**src/service_request_pkg.sv**
```systemverilog
// Constants and types shared by the service request block and its request store.
// Assumes a 100 MHz host-bus clock and eight channel groups of 32 channels.
package service_request_pkg;
  localparam int GROUPS = 8;
  localparam int CHANNELS = 32;
  localparam int ADDR_W = 14;
  // Register offsets inside the function window
  localparam logic [10:0] OFS_GROUP_BASE = 11'h000;
  localparam logic [10:0] OFS_SERVICE_REQ = 11'h004;
  localparam logic [10:0] OFS_GLOBAL_CFG = 11'h600;
  localparam logic [10:0] OFS_UPPER_BASE = 11'h608;
  // Field positions
  localparam int MAP_LSB = 0;
  localparam int MAP_W = 2;
  localparam int BASE_LSB = 11;
  localparam int BASE_W = 21;
  localparam int CODE_LSB = 8;
  localparam int CODE_W = 5;
  localparam int DIR_BIT = 5;
  localparam int CH_LSB = 0;
  localparam int CH_W = 5;
  localparam int REQ_W = 13;
  // Reset values
  localparam logic [1:0] MAP_RESET = 2'h0;
  localparam logic [31:0] UPPER_RESET = 32'h0000_0000;
  localparam logic [20:0] BASE_RESET = 21'h00_0000;
  // Mapping values
  localparam logic [1:0] MAP_ONE_TO_ONE = 2'h0;
  localparam logic [1:0] MAP_PAIRS = 2'h1;
  localparam logic [1:0] MAP_QUADS = 2'h2;
  localparam logic [1:0] MAP_RESERVED = 2'h3;
  // Request codes
  localparam logic [4:0] REQ_NOOP = 5'h00;
  localparam logic [4:0] REQ_CHIP_RESET = 5'h01;
  localparam logic [4:0] REQ_GROUP_RESET = 5'h02;
  localparam logic [4:0] REQ_GLOBAL_INIT = 5'h04;
  localparam logic [4:0] REQ_GROUP_INIT = 5'h05;
  localparam logic [4:0] REQ_CHAN_ACT = 5'h08;
  localparam logic [4:0] REQ_CHAN_DEACT = 5'h09;
  // Bus commands
  localparam logic [3:0] CMD_MEM_READ = 4'h6;
  localparam logic [3:0] CMD_DUAL_ADDR = 4'hD;
  // Descriptor fetch slots: 0,1 global init; 2..8 group init
  localparam logic [3:0] FETCH_GLOBAL_FIRST = 4'h0;
  localparam logic [3:0] FETCH_GLOBAL_LAST = 4'h1;
  localparam logic [3:0] FETCH_GROUP_FIRST = 4'h2;
  localparam logic [3:0] FETCH_GROUP_LAST = 4'h8;
  localparam logic [10:0] DESC_GLOBAL_CFG = 11'h600;
  localparam logic [10:0] DESC_INT_QUEUE = 11'h60C;
  localparam logic [10:0] DESC_TIME_SLOT = 11'h200;
  localparam logic [10:0] DESC_SUBCHANNEL = 11'h300;
  localparam logic [10:0] DESC_CHAN_CFG = 11'h380;
  localparam logic [10:0] DESC_GROUP_CFG = 11'h500;
  localparam logic [10:0] DESC_MEM_PROT = 11'h504;
  localparam logic [10:0] DESC_MSG_LEN = 11'h508;
  localparam logic [10:0] DESC_PORT_CFG = 11'h50C;

  typedef enum logic [2:0] {ST_IDLE, ST_READ, ST_DECODE, ST_ADDR, ST_ADDR_HI, ST_ACK} state_t;
endpackage

```
**src/request_store.sv**
```systemverilog
// Small memory holding the last request word written to each group.
// Assumes one writer and one reader on the same clock; read data is registered.
`timescale 1ns/1ps
module request_store
  import service_request_pkg::*;
#(
  parameter int DEPTH = 8,
  parameter int WIDTH = 13
) (
  input wire logic clock, // Bus clock
  input wire logic wrEn, // Write strobe
  input wire logic [$clog2(DEPTH)-1:0] wrAddr, // Write slot
  input wire logic [WIDTH-1:0] wrData, // Write word
  input wire logic [$clog2(DEPTH)-1:0] rdAddr, // Read slot
  output logic [WIDTH-1:0] rdData // Registered read word
);
  logic [WIDTH-1:0] mem [DEPTH];

  // No reset: a slot's read word is only used after its pending flag was set by a write
  always_ff @(posedge clock) begin
    if (wrEn) begin
      mem[wrAddr] <= wrData;
    end
    rdData <= mem[rdAddr];
  end
endmodule

```
**src/service_request_host_config.sv**
```systemverilog
// Host-facing configuration and service request interpreter.
// Assumes synchronous register writes and reads from the host bus target.
`timescale 1ns/1ps
// Behaviour
// - Map 0: serial port n feeds channel group n.
// - Map 1: port k feeds groups 2k and 2k+1.
// - Map 2: port 0 feeds groups 0-3, port 1 groups 4-7; 3 reserved.
// - Zero upper base means single addressing, non-zero means dual addressing.
// - Single address: 32-bit address and command in one clock address phase.
// - Dual address: two clock address phase, dual command then real command.
// - Upper 32 address bits come from the upper base register.
// - As target, claim only single-address cycles, never dual-address ones.
// - Group base keeps bits 31:11, bits 10:0 read as zero.
// - Each acknowledged request produces an acknowledge event for its group.
// - One pending request per group, all groups at once, tagged by group.
// - Code 0 does nothing except acknowledge.
// - Code 1 resets map, ports, channels, status pointer and indicators.
// - Code 1 gets no acknowledge and finishes within two line clocks.
// - Code 2 disables group ports and deactivates all its channels.
// - Code 4 fetches global and queue descriptors, resets status pointer.
// - Code 5 fetches seven group descriptors for the group; the direction bit does not change them.
// - Code 8 activates the addressed channel and direction.
// - Code 9 deactivates the addressed channel and direction.
module service_request_host_config
  import service_request_pkg::*;
#(
  parameter int NGROUPS = 8
) (
  input wire logic clock, // Bus clock
  input wire logic rst, // Synchronous reset
  input wire logic regWrite, // Register write strobe
  input wire logic regRead, // Register read strobe
  input wire logic [ADDR_W-1:0] regAddr, // Register byte offset
  input wire logic [31:0] regWdata, // Write data
  output logic [31:0] regRdata, // Read data
  output logic regRvalid, // Read data valid pulse
  input wire logic targetValid, // Target address phase seen
  input wire logic [3:0] targetCmd, // Target command
  output logic targetClaim, // Target claims the cycle
  output logic masterPhase, // Master address phase clock
  output logic masterFirst, // First clock of address phase
  output logic [31:0] masterAd, // Master address lines
  output logic [3:0] masterCbe, // Master command lines
  output logic [3*NGROUPS-1:0] groupPort, // Serial port per group
  output logic [NGROUPS-1:0] portEnable, // Group port enable
  output logic [NGROUPS*CHANNELS-1:0] rxActive, // Receive channel active
  output logic [NGROUPS*CHANNELS-1:0] txActive, // Transmit channel active
  output logic statusReset, // Status pointer and indicator reset pulse
  output logic ackValid, // Acknowledge event pulse
  output logic [2:0] ackGroup, // Acknowledged group
  output logic [4:0] ackCode // Acknowledged code
);
  localparam int NC = NGROUPS * CHANNELS;

  function automatic logic [2:0] mapPort(input logic [1:0] m, input logic [2:0] g);
    case (m)
      MAP_PAIRS: mapPort = {1'b0, g[2:1]};
      MAP_QUADS: mapPort = {2'b00, g[2]};
      default: mapPort = g;
    endcase
  endfunction

  function automatic logic [10:0] descOffset(input logic [3:0] i);
    case (i)
      4'h0: descOffset = DESC_GLOBAL_CFG;
      4'h1: descOffset = DESC_INT_QUEUE;
      4'h2: descOffset = DESC_TIME_SLOT;
      4'h3: descOffset = DESC_SUBCHANNEL;
      4'h4: descOffset = DESC_CHAN_CFG;
      4'h5: descOffset = DESC_GROUP_CFG;
      4'h6: descOffset = DESC_MEM_PROT;
      4'h7: descOffset = DESC_MSG_LEN;
      default: descOffset = DESC_PORT_CFG;
    endcase
  endfunction

  logic [1:0] port_group_map_r, port_group_map_nxt;
  logic [31:0] upper_r, upper_nxt;
  logic [NGROUPS-1:0][BASE_W-1:0] base_r, base_nxt;
  logic [NGROUPS-1:0] pending_r, pending_nxt;
  state_t state_r, state_nxt;
  logic [2:0] group_r, group_nxt;
  logic [REQ_W-1:0] req_r, req_nxt;
  logic [3:0] fetch_r, fetch_nxt, last_r, last_nxt;
  logic [31:0] regRdata_nxt, masterAd_nxt;
  logic [3:0] masterCbe_nxt;
  logic regRvalid_nxt, targetClaim_nxt, masterPhase_nxt, masterFirst_nxt;
  logic [3*NGROUPS-1:0] groupPort_nxt;
  logic [NGROUPS-1:0] portEnable_nxt;
  logic [NC-1:0] rxActive_nxt, txActive_nxt;
  logic statusReset_nxt, ackValid_nxt;
  logic [2:0] ackGroup_nxt, pick;
  logic [4:0] ackCode_nxt;
  logic [REQ_W-1:0] storeRd;
  logic storeWr;
  logic [2:0] regGroup;
  logic [10:0] regSub;
  logic anyPending;

  assign regGroup = regAddr[13:11];
  assign regSub = regAddr[10:0];
  assign storeWr = regWrite && regSub == OFS_SERVICE_REQ;

  request_store #(.DEPTH(NGROUPS), .WIDTH(REQ_W)) reqStore (
    .clock(clock),
    .wrEn(storeWr),
    .wrAddr(regGroup),
    .wrData(regWdata[REQ_W-1:0]),
    .rdAddr(pick),
    .rdData(storeRd)
  );

  always_comb begin
    pick = 3'h0;
    anyPending = 1'b0;
    for (int g = NGROUPS - 1; g >= 0; g--) begin
      if (pending_r[g]) begin
        pick = 3'(g);
        anyPending = 1'b1;
      end
    end
  end

  always_comb begin
    logic [4:0] code;
    logic [7:0] idx;
    logic [31:0] low;
    code = req_r[CODE_LSB +: CODE_W];
    idx = {group_r, req_r[CH_LSB +: CH_W]};
    low = {base_r[group_r], 11'h000} + {21'h00_0000, descOffset(fetch_r)};
    port_group_map_nxt = port_group_map_r;
    upper_nxt = upper_r;
    base_nxt = base_r;
    pending_nxt = pending_r;
    state_nxt = state_r;
    group_nxt = group_r;
    req_nxt = req_r;
    fetch_nxt = fetch_r;
    last_nxt = last_r;
    regRdata_nxt = 32'h0000_0000;
    regRvalid_nxt = regRead;
    targetClaim_nxt = targetValid && targetCmd != CMD_DUAL_ADDR;
    masterPhase_nxt = 1'b0;
    masterFirst_nxt = 1'b0;
    masterAd_nxt = 32'h0000_0000;
    masterCbe_nxt = 4'h0;
    portEnable_nxt = portEnable;
    rxActive_nxt = rxActive;
    txActive_nxt = txActive;
    statusReset_nxt = 1'b0;
    ackValid_nxt = 1'b0;
    ackGroup_nxt = ackGroup;
    ackCode_nxt = ackCode;
    for (int g = 0; g < NGROUPS; g++) begin
      groupPort_nxt[3*g +: 3] = mapPort(port_group_map_r, 3'(g));
    end
    if (regRead) begin
      if (regSub == OFS_GROUP_BASE) begin
        regRdata_nxt = {base_r[regGroup], 11'h000};
      end else if (regGroup == 3'h0 && regSub == OFS_GLOBAL_CFG) begin
        regRdata_nxt = {30'h0000_0000, port_group_map_r};
      end else if (regGroup == 3'h0 && regSub == OFS_UPPER_BASE) begin
        regRdata_nxt = upper_r;
      end
    end
    case (state_r)
      ST_IDLE: begin
        if (anyPending) begin
          group_nxt = pick;
          state_nxt = ST_READ;
        end
      end
      ST_READ: begin
        req_nxt = storeRd;
        state_nxt = ST_DECODE;
      end
      ST_DECODE: begin
        pending_nxt[group_r] = 1'b0;
        state_nxt = ST_ACK;
        case (code)
          REQ_CHIP_RESET: begin
            // Done in one clock, far inside the two line clock budget; no acknowledge
            port_group_map_nxt = MAP_RESET;
            portEnable_nxt = '0;
            rxActive_nxt = '0;
            txActive_nxt = '0;
            pending_nxt = '0;
            statusReset_nxt = 1'b1;
            state_nxt = ST_IDLE;
          end
          REQ_GROUP_RESET: begin
            portEnable_nxt[group_r] = 1'b0;
            rxActive_nxt[32*group_r +: 32] = '0;
            txActive_nxt[32*group_r +: 32] = '0;
          end
          REQ_GLOBAL_INIT: begin
            fetch_nxt = FETCH_GLOBAL_FIRST;
            last_nxt = FETCH_GLOBAL_LAST;
            statusReset_nxt = 1'b1;
            state_nxt = ST_ADDR;
          end
          REQ_GROUP_INIT: begin
            fetch_nxt = FETCH_GROUP_FIRST;
            last_nxt = FETCH_GROUP_LAST;
            state_nxt = ST_ADDR;
          end
          REQ_CHAN_ACT: begin
            if (req_r[DIR_BIT]) txActive_nxt[idx] = 1'b1;
            else rxActive_nxt[idx] = 1'b1;
          end
          REQ_CHAN_DEACT: begin
            if (req_r[DIR_BIT]) txActive_nxt[idx] = 1'b0;
            else rxActive_nxt[idx] = 1'b0;
          end
          default: ;
        endcase
      end
      ST_ADDR: begin
        masterPhase_nxt = 1'b1;
        masterFirst_nxt = 1'b1;
        masterAd_nxt = low;
        if (upper_r != 32'h0000_0000) begin
          masterCbe_nxt = CMD_DUAL_ADDR;
          state_nxt = ST_ADDR_HI;
        end else begin
          masterCbe_nxt = CMD_MEM_READ;
          fetch_nxt = fetch_r + 4'h1;
          state_nxt = fetch_r == last_r ? ST_ACK : ST_ADDR;
        end
      end
      ST_ADDR_HI: begin
        masterPhase_nxt = 1'b1;
        masterAd_nxt = upper_r;
        masterCbe_nxt = CMD_MEM_READ;
        fetch_nxt = fetch_r + 4'h1;
        state_nxt = fetch_r == last_r ? ST_ACK : ST_ADDR;
      end
      default: begin
        if (code == REQ_GROUP_INIT) portEnable_nxt[group_r] = 1'b1;
        ackValid_nxt = 1'b1;
        ackGroup_nxt = group_r;
        ackCode_nxt = code;
        state_nxt = ST_IDLE;
      end
    endcase
    if (regWrite) begin
      if (regSub == OFS_GROUP_BASE) begin
        base_nxt[regGroup] = regWdata[BASE_LSB +: BASE_W];
      end else if (regSub == OFS_SERVICE_REQ) begin
        pending_nxt[regGroup] = 1'b1;
      end else if (regGroup == 3'h0 && regSub == OFS_GLOBAL_CFG) begin
        if (regWdata[MAP_LSB +: MAP_W] != MAP_RESERVED) begin
          port_group_map_nxt = regWdata[MAP_LSB +: MAP_W];
        end
      end else if (regGroup == 3'h0 && regSub == OFS_UPPER_BASE) begin
        upper_nxt = regWdata;
      end
    end
  end

  always_ff @(posedge clock) begin
    if (rst) begin
      port_group_map_r <= MAP_RESET;
      upper_r <= UPPER_RESET;
      base_r <= {NGROUPS{BASE_RESET}};
      pending_r <= '0;
      state_r <= ST_IDLE;
      group_r <= 3'h0;
      req_r <= '0;
      fetch_r <= 4'h0;
      last_r <= 4'h0;
      regRdata <= 32'h0000_0000;
      regRvalid <= 1'b0;
      targetClaim <= 1'b0;
      masterPhase <= 1'b0;
      masterFirst <= 1'b0;
      masterAd <= 32'h0000_0000;
      masterCbe <= 4'h0;
      groupPort <= '0;
      portEnable <= '0;
      rxActive <= '0;
      txActive <= '0;
      statusReset <= 1'b0;
      ackValid <= 1'b0;
      ackGroup <= 3'h0;
      ackCode <= 5'h00;
    end else begin
      port_group_map_r <= port_group_map_nxt;
      upper_r <= upper_nxt;
      base_r <= base_nxt;
      pending_r <= pending_nxt;
      state_r <= state_nxt;
      group_r <= group_nxt;
      req_r <= req_nxt;
      fetch_r <= fetch_nxt;
      last_r <= last_nxt;
      regRdata <= regRdata_nxt;
      regRvalid <= regRvalid_nxt;
      targetClaim <= targetClaim_nxt;
      masterPhase <= masterPhase_nxt;
      masterFirst <= masterFirst_nxt;
      masterAd <= masterAd_nxt;
      masterCbe <= masterCbe_nxt;
      groupPort <= groupPort_nxt;
      portEnable <= portEnable_nxt;
      rxActive <= rxActive_nxt;
      txActive <= txActive_nxt;
      statusReset <= statusReset_nxt;
      ackValid <= ackValid_nxt;
      ackGroup <= ackGroup_nxt;
      ackCode <= ackCode_nxt;
    end
  end
endmodule

```
**config.mk**
```make
export PLATFORM = sky130hd
export DESIGN_NAME = service_request_host_config
export DESIGN_NICKNAME = d
export VERILOG_FILES = /design/src/service_request_pkg.sv /design/src/request_store.sv /design/src/service_request_host_config.sv
export SDC_FILE = /design/constraint.sdc
export NUM_CORES = 2
export LEC_CHECK = 0
export ABC_AREA = 1
export BUFFER_PORTS_ARGS = -buffer_cell sky130_fd_sc_hd__buf_2
export CORE_MARGIN = 1
export CORE_UTILIZATION = 41
export DETAILED_ROUTE_END_ITERATION = 12
export PLACE_DENSITY_LB_ADDON = 0.25
export SLEW_MARGIN = 30
export SYNTH_ARGS = -nofsm -noshare
export SYNTH_HDL_FRONTEND = slang
export SYNTH_HIERARCHICAL = 1
export SYNTH_SLANG_ARGS = --single-unit
```
**constraint.sdc**
```tcl
create_clock -name clock -period 2.5 [get_ports clock]
set_input_delay 0.25 -clock clock [delete_from_list [all_inputs] [get_ports clock]]
set_output_delay 0.25 -clock clock [all_outputs]
set_load 0.005 [all_outputs]
```
---- Word-level counts from Yosys, hierarchy flattened ----
Memories as Yosys holds them, arrays and structs flattened. A register that Yosys moved wholly into a read port is not among the register bits.
Cells that the tools add are included.
Widths: inputs -> output; s select.
storage, ports and cells
  register bits ........................... 863
  latch bits .............................. 0
  bits in writable memories ............... 104
  ROM bits ................................ 48
  logic and storage cells ................. 206
  memories kept ........................... 2
memories
  name             words  width  rd ports  clocked after Yosys merged registers in  wr ports  line                               text
  reqStore.mem     8      13     1         1                                        1         request_store.sv:17                logic [WIDTH-1:0] mem [DEPTH];
  (no name shown)  8      6      1         1                                        0         service_request_host_config.sv:64  case (i)
operators by class
  add/sub/neg operators ................... 3
  multipliers ............................. 0
  div/mod/pow operators ................... 0
  $lt $le $gt $ge ......................... 6
  eq/ne operators ......................... 26
  shift operators ......................... 2
  mux-type cells .......................... 83
  bitwise operators ....................... 17
  reductions and logical operators ........ 33
operators by type and width
  operator                    count
  $pmux 256 s4                2
  $mux 256                    4
  $and 256x256->256           2
  $bwmux 256                  2
  $or 256x256->256            2
  $not 256->256               1
  $shift 32x34->256 const A   1
  $shiftx 32x34->256 const A  1
  $bwmux 168                  1
  $bmux 21 s3                 2
  $mux 32                     3
  $pmux 32 s2                 1
  $demux 21 s3                1
  $mux 21                     3
  $mux 8                      6
  $mux 3                      13
  $neg 8->34                  1
  $add 32x11->32              1
  $pmux 8 s2                  2
  $reduce_bool 32->1          1
  $pmux 3 s2                  5
  $pmux 4 s2                  3
  $eq 11x11->1 const B        2
  $mux 1                      18
  other kinds (46)            92

---- Logic depth before layout (Yosys ltp) ----
  depth after elaboration ................. 12
  mapped depth ............................ 14

---- Cells and area by module ----
Netlist, hierarchy kept.
by module, submodules not included
  module                       times used  cells an instance  area each (sq um)  sequential area each (sq um)
  service_request_host_config  1           5,377              37,343.3           16,956.3
  request_store                1           480                4,892.2            3,383.2

---- Worst setup path after synthesis ----
Ideal clock, no wire load.
  path type ............................... register to register
  start ................................... register group_r[0]
  end ..................................... register rxActive[246]
  setup time .............................. 0.117 ns
  data arrival time ....................... 2.105 ns
  required time ........................... 2.383 ns
  setup slack ............................. 0.278 ns
  cell stages (with the launch flop) ...... 13
  buffers on the path ..................... 3
  cells stage by stage .................... dfxtp_1 > buf_2 > inv_2 > buf_4 > ha_1 > ha_1 > nor2_1 > a21oi_1 > nor2_1 > buf_1 > o21ai_0 > o21ai_0 > nor2_1
on the way
  cells in the longest elaborated chain, start to end .. 8
ends and longest elaborated chain
  item                                                line                                text
  start, declared                                     service_request_host_config.sv:82   logic [2:0] group_r, group_nxt;
  start signal, assigned                              service_request_host_config.sv:293  group_r <= group_nxt;
  branches (longest 7 deep; another with $neg 8->34)  --
  $pmux 256 s4 *                                      service_request_host_config.sv:180  case (code)
  end signal, assigned                                service_request_host_config.sv:306  rxActive <= rxActive_nxt;
  end, declared                                       service_request_host_config.sv:46   output logic [NGROUPS*CHANNELS-1:0] rxActive,
Every way passes the cells marked *. The select of a mux whose other input is x is not followed.
A chain may end at the register's enable or synchronous reset.

---- Final worst setup path ----
  start ................................... register req_r[12]
  end ..................................... register rxActive[220]
on the way
  cells in the longest elaborated chain, start to end .. 3
ends and longest elaborated chain
  item                                                                     line                                text
  start, declared                                                          service_request_host_config.sv:83   logic [REQ_W-1:0] req_r, req_nxt;
  start signal, assigned                                                   service_request_host_config.sv:294  req_r <= req_nxt;
  $eq 5x4->1 (tied with other cells)                                       service_request_host_config.sv:180
  $reduce_bool 4->1 (no source line) / $ne 2x2->1 (equally long branches)  --
  $reduce_and 4->1 (no source line)                                        --
Several ways; a longest one is shown, not always the timed one.

==> metrics.txt <==
RD Place Congestion=0.880; P&R area growth vs syn=21.0%; crit path launch=req_r[12]; switching part of the total power=0.222; Total Wirelength=168000 um; chip height=320 um; Pins Over Slew Limit=0; FF-to-FF path depth=9; first-pass GRT wire length=248000 um; largest buffer count on any clock path=3; worst setup path endpoint=rxActive[220]; Post-Syn Instances=5789; Critical Path End Type=register; Setup crit start kind=register; RSZ-0062 raised after global routing=false; synthesized area=0.0415 mm2; initial antenna violation count=3; R2R Setup Slk=0.20 ns; Pre-antenna DRT Iters=6; Ys Warns=6; die area=0.103 mm2; Clock power frac=0.494; Starting DRT DRC Count=4533; post-detail-place hpwl=109000 um; Rel. slew slack=0.328; clk_skew=0.0459 ns; Critical R2R Launch=req_r[12]; grt total ovfl=0; most frequent cells in the layout=1110 x nor2_1, 858 x dfxtp_1, 849 x nand2_1; sequential power share=0.482; Max-Cap Viols=0; Remaining DRCs=0; clock-pin slew on the worst setup and hold paths=0.06 ns; nets=6398; measured slew at the worst slew-check pin=1.01 ns; worst vdd ir=0.504 mV; Setup-failing EPs final=0; clk_lat worst skew=0.71 ns; CTS HTree Levels=3; CTS tree=built; Logic pwr share=0.024; Worst Path Max Fanout=13; starting density of the core=0.415; CTS Buf Count=101; slowest stage delay, CP=0.32 ns; wire per inst=21.8 um; cell breakdown of the critical path=nor2_2 -> nand3_4 -> nor2_4 -> clkinv_2 -> o21ai_4 -> buf_4 -> nor2_1 -> a21oi_1 -> o21a_1; outcome=finished, final reports clean; Worst EP arrival=2.91 ns; GRT Util Overall=0.313; leakage power=0.0216 uW; Vias=42900; setup_tns=0 ns; Min-Delay Path Class=in2reg; vias per inst=5.56; largest net degree at the start of global routing=201; CP Class=reg2reg; Hold Crit Start=regAddr[0]; io pins=681; Avg Inst Size Synth=7.17 um2; fraction of layout cells with a size suffix above 1=0.167; clock root buffer=clkbuf_16; commonest non-fill, non-tap cell in the layout=nor2_1; core area=0.100 mm2; CP Data Required Time=3.11 ns; remaining antenna violation count=0; Period minus WS final=2.30 ns; Die X=320 um; Pint=24700 uW; IO Port Bufs=673; number of global-route vias before repair=38900; Final Cycle Share=0.918; CP max-delay cell=dfxtp_1; Switching Power=7050 uW; post-layout util=0.502; Fmax=0.436 GHz; PD cells=631 mW/mm2; row cnt=116; Final Hold Fails=0; reg2reg end=rxActive[220]; CTS Sinks=946
## per-layer routing
metal | GRT usage | wire length [um] | share of wire | vias to the layer above
li1 | - | - | - | 20200
met1 | 0.412 | 69200 | 0.41 | 20200
met2 | 0.487 | 74800 | 0.45 | 2157
met3 | 0.0645 | 15400 | 0.092 | 419
met4 | 0.157 | 8580 | 0.051 | 0
met5 | 0 | 0 | 0 | -
## worst max-delay path, delay by kind of cell (launching register included)
kind                   cells  cell delay (ns)
AND/OR/NAND/NOR            4             0.72
AO/OA/AOI/OAI              3             0.60
buffers and inverters      2             0.57
flip-flops                 1             0.32
## stage by stage
| step | hold slack, ns | power (uW) | cell area (um2) | worst slack, ns | std cells |
|---|---|---|---|---|---|
| after detailed placement | 0.448 | 16300 | 46400 | 0.0888 | 7490 |
| final | 0.0746 | 31700 | 50300 | 0.205 | 7720 |
| after global routing | 0.127 | 32600 | 50200 | 0.0477 | 7718 |
| after global placement | 0.437 | 16300 | 46400 | 0.139 | 7490 |
| after floorplan | 0.349 | 16000 | 41500 | 0.278 | 5795 |
| after CTS | 0.0273 | 31900 | 50200 | 0.0423 | 7715 |
## state kept, by name (all words and copies together) (netlist names), 4 cells and up, named ones only
| signal | flops |
|---|---|
| rxActive | 256 |
| txActive | 256 |
| base_r | 168 |
| reqStore/mem | 88 |
| masterAd | 32 |
| regRdata | 32 |
| upper_r | 32 |
| reqStore/rdData | 11 |
| req_r | 11 |
| pending_r | 8 |
| portEnable | 8 |
| groupPort | 7 |
| ackCode | 5 |
| fetch_r | 4 |
## what timing repair did
item,4_1_cts,5_1_grt
endpoints found under the setup margin,0,25
setup buffers,0,2
hold endpoints to repair,278,0
hold buffers,39,0
gates resized for setup,0,3
## final cells by class
class	count	area, um2
fillers	9785	49900
clock buffers	149	2970
well taps	1298	1620
diodes	3	7.51
flip-flops and latches	946	19800
multi-input cells	3966	18100
repair buffers	886	5570
clock inverters	37	480
inverters	435	1670
## worst min path at each step
stage | end | cells after the start
finish | regRdata[1] | 8
global route | regRvalid | 3
CTS | regRdata[1] | 8
detailed placement | rxActive[197] | 1
global placement | ackGroup[1] | 2
floorplan | reqStore/mem[0][0] | 0
## power by group through the flow
stage	registers (uW)	clock network (uW)	logic, uW
global route	15300	16500	811
global placement	15600	0	680
detailed placement	15600	0	686
CTS	15300	15800	736
floorplan	15600	0	406
finish	15300	15700	753
Power figures use the tool's default switching activity.
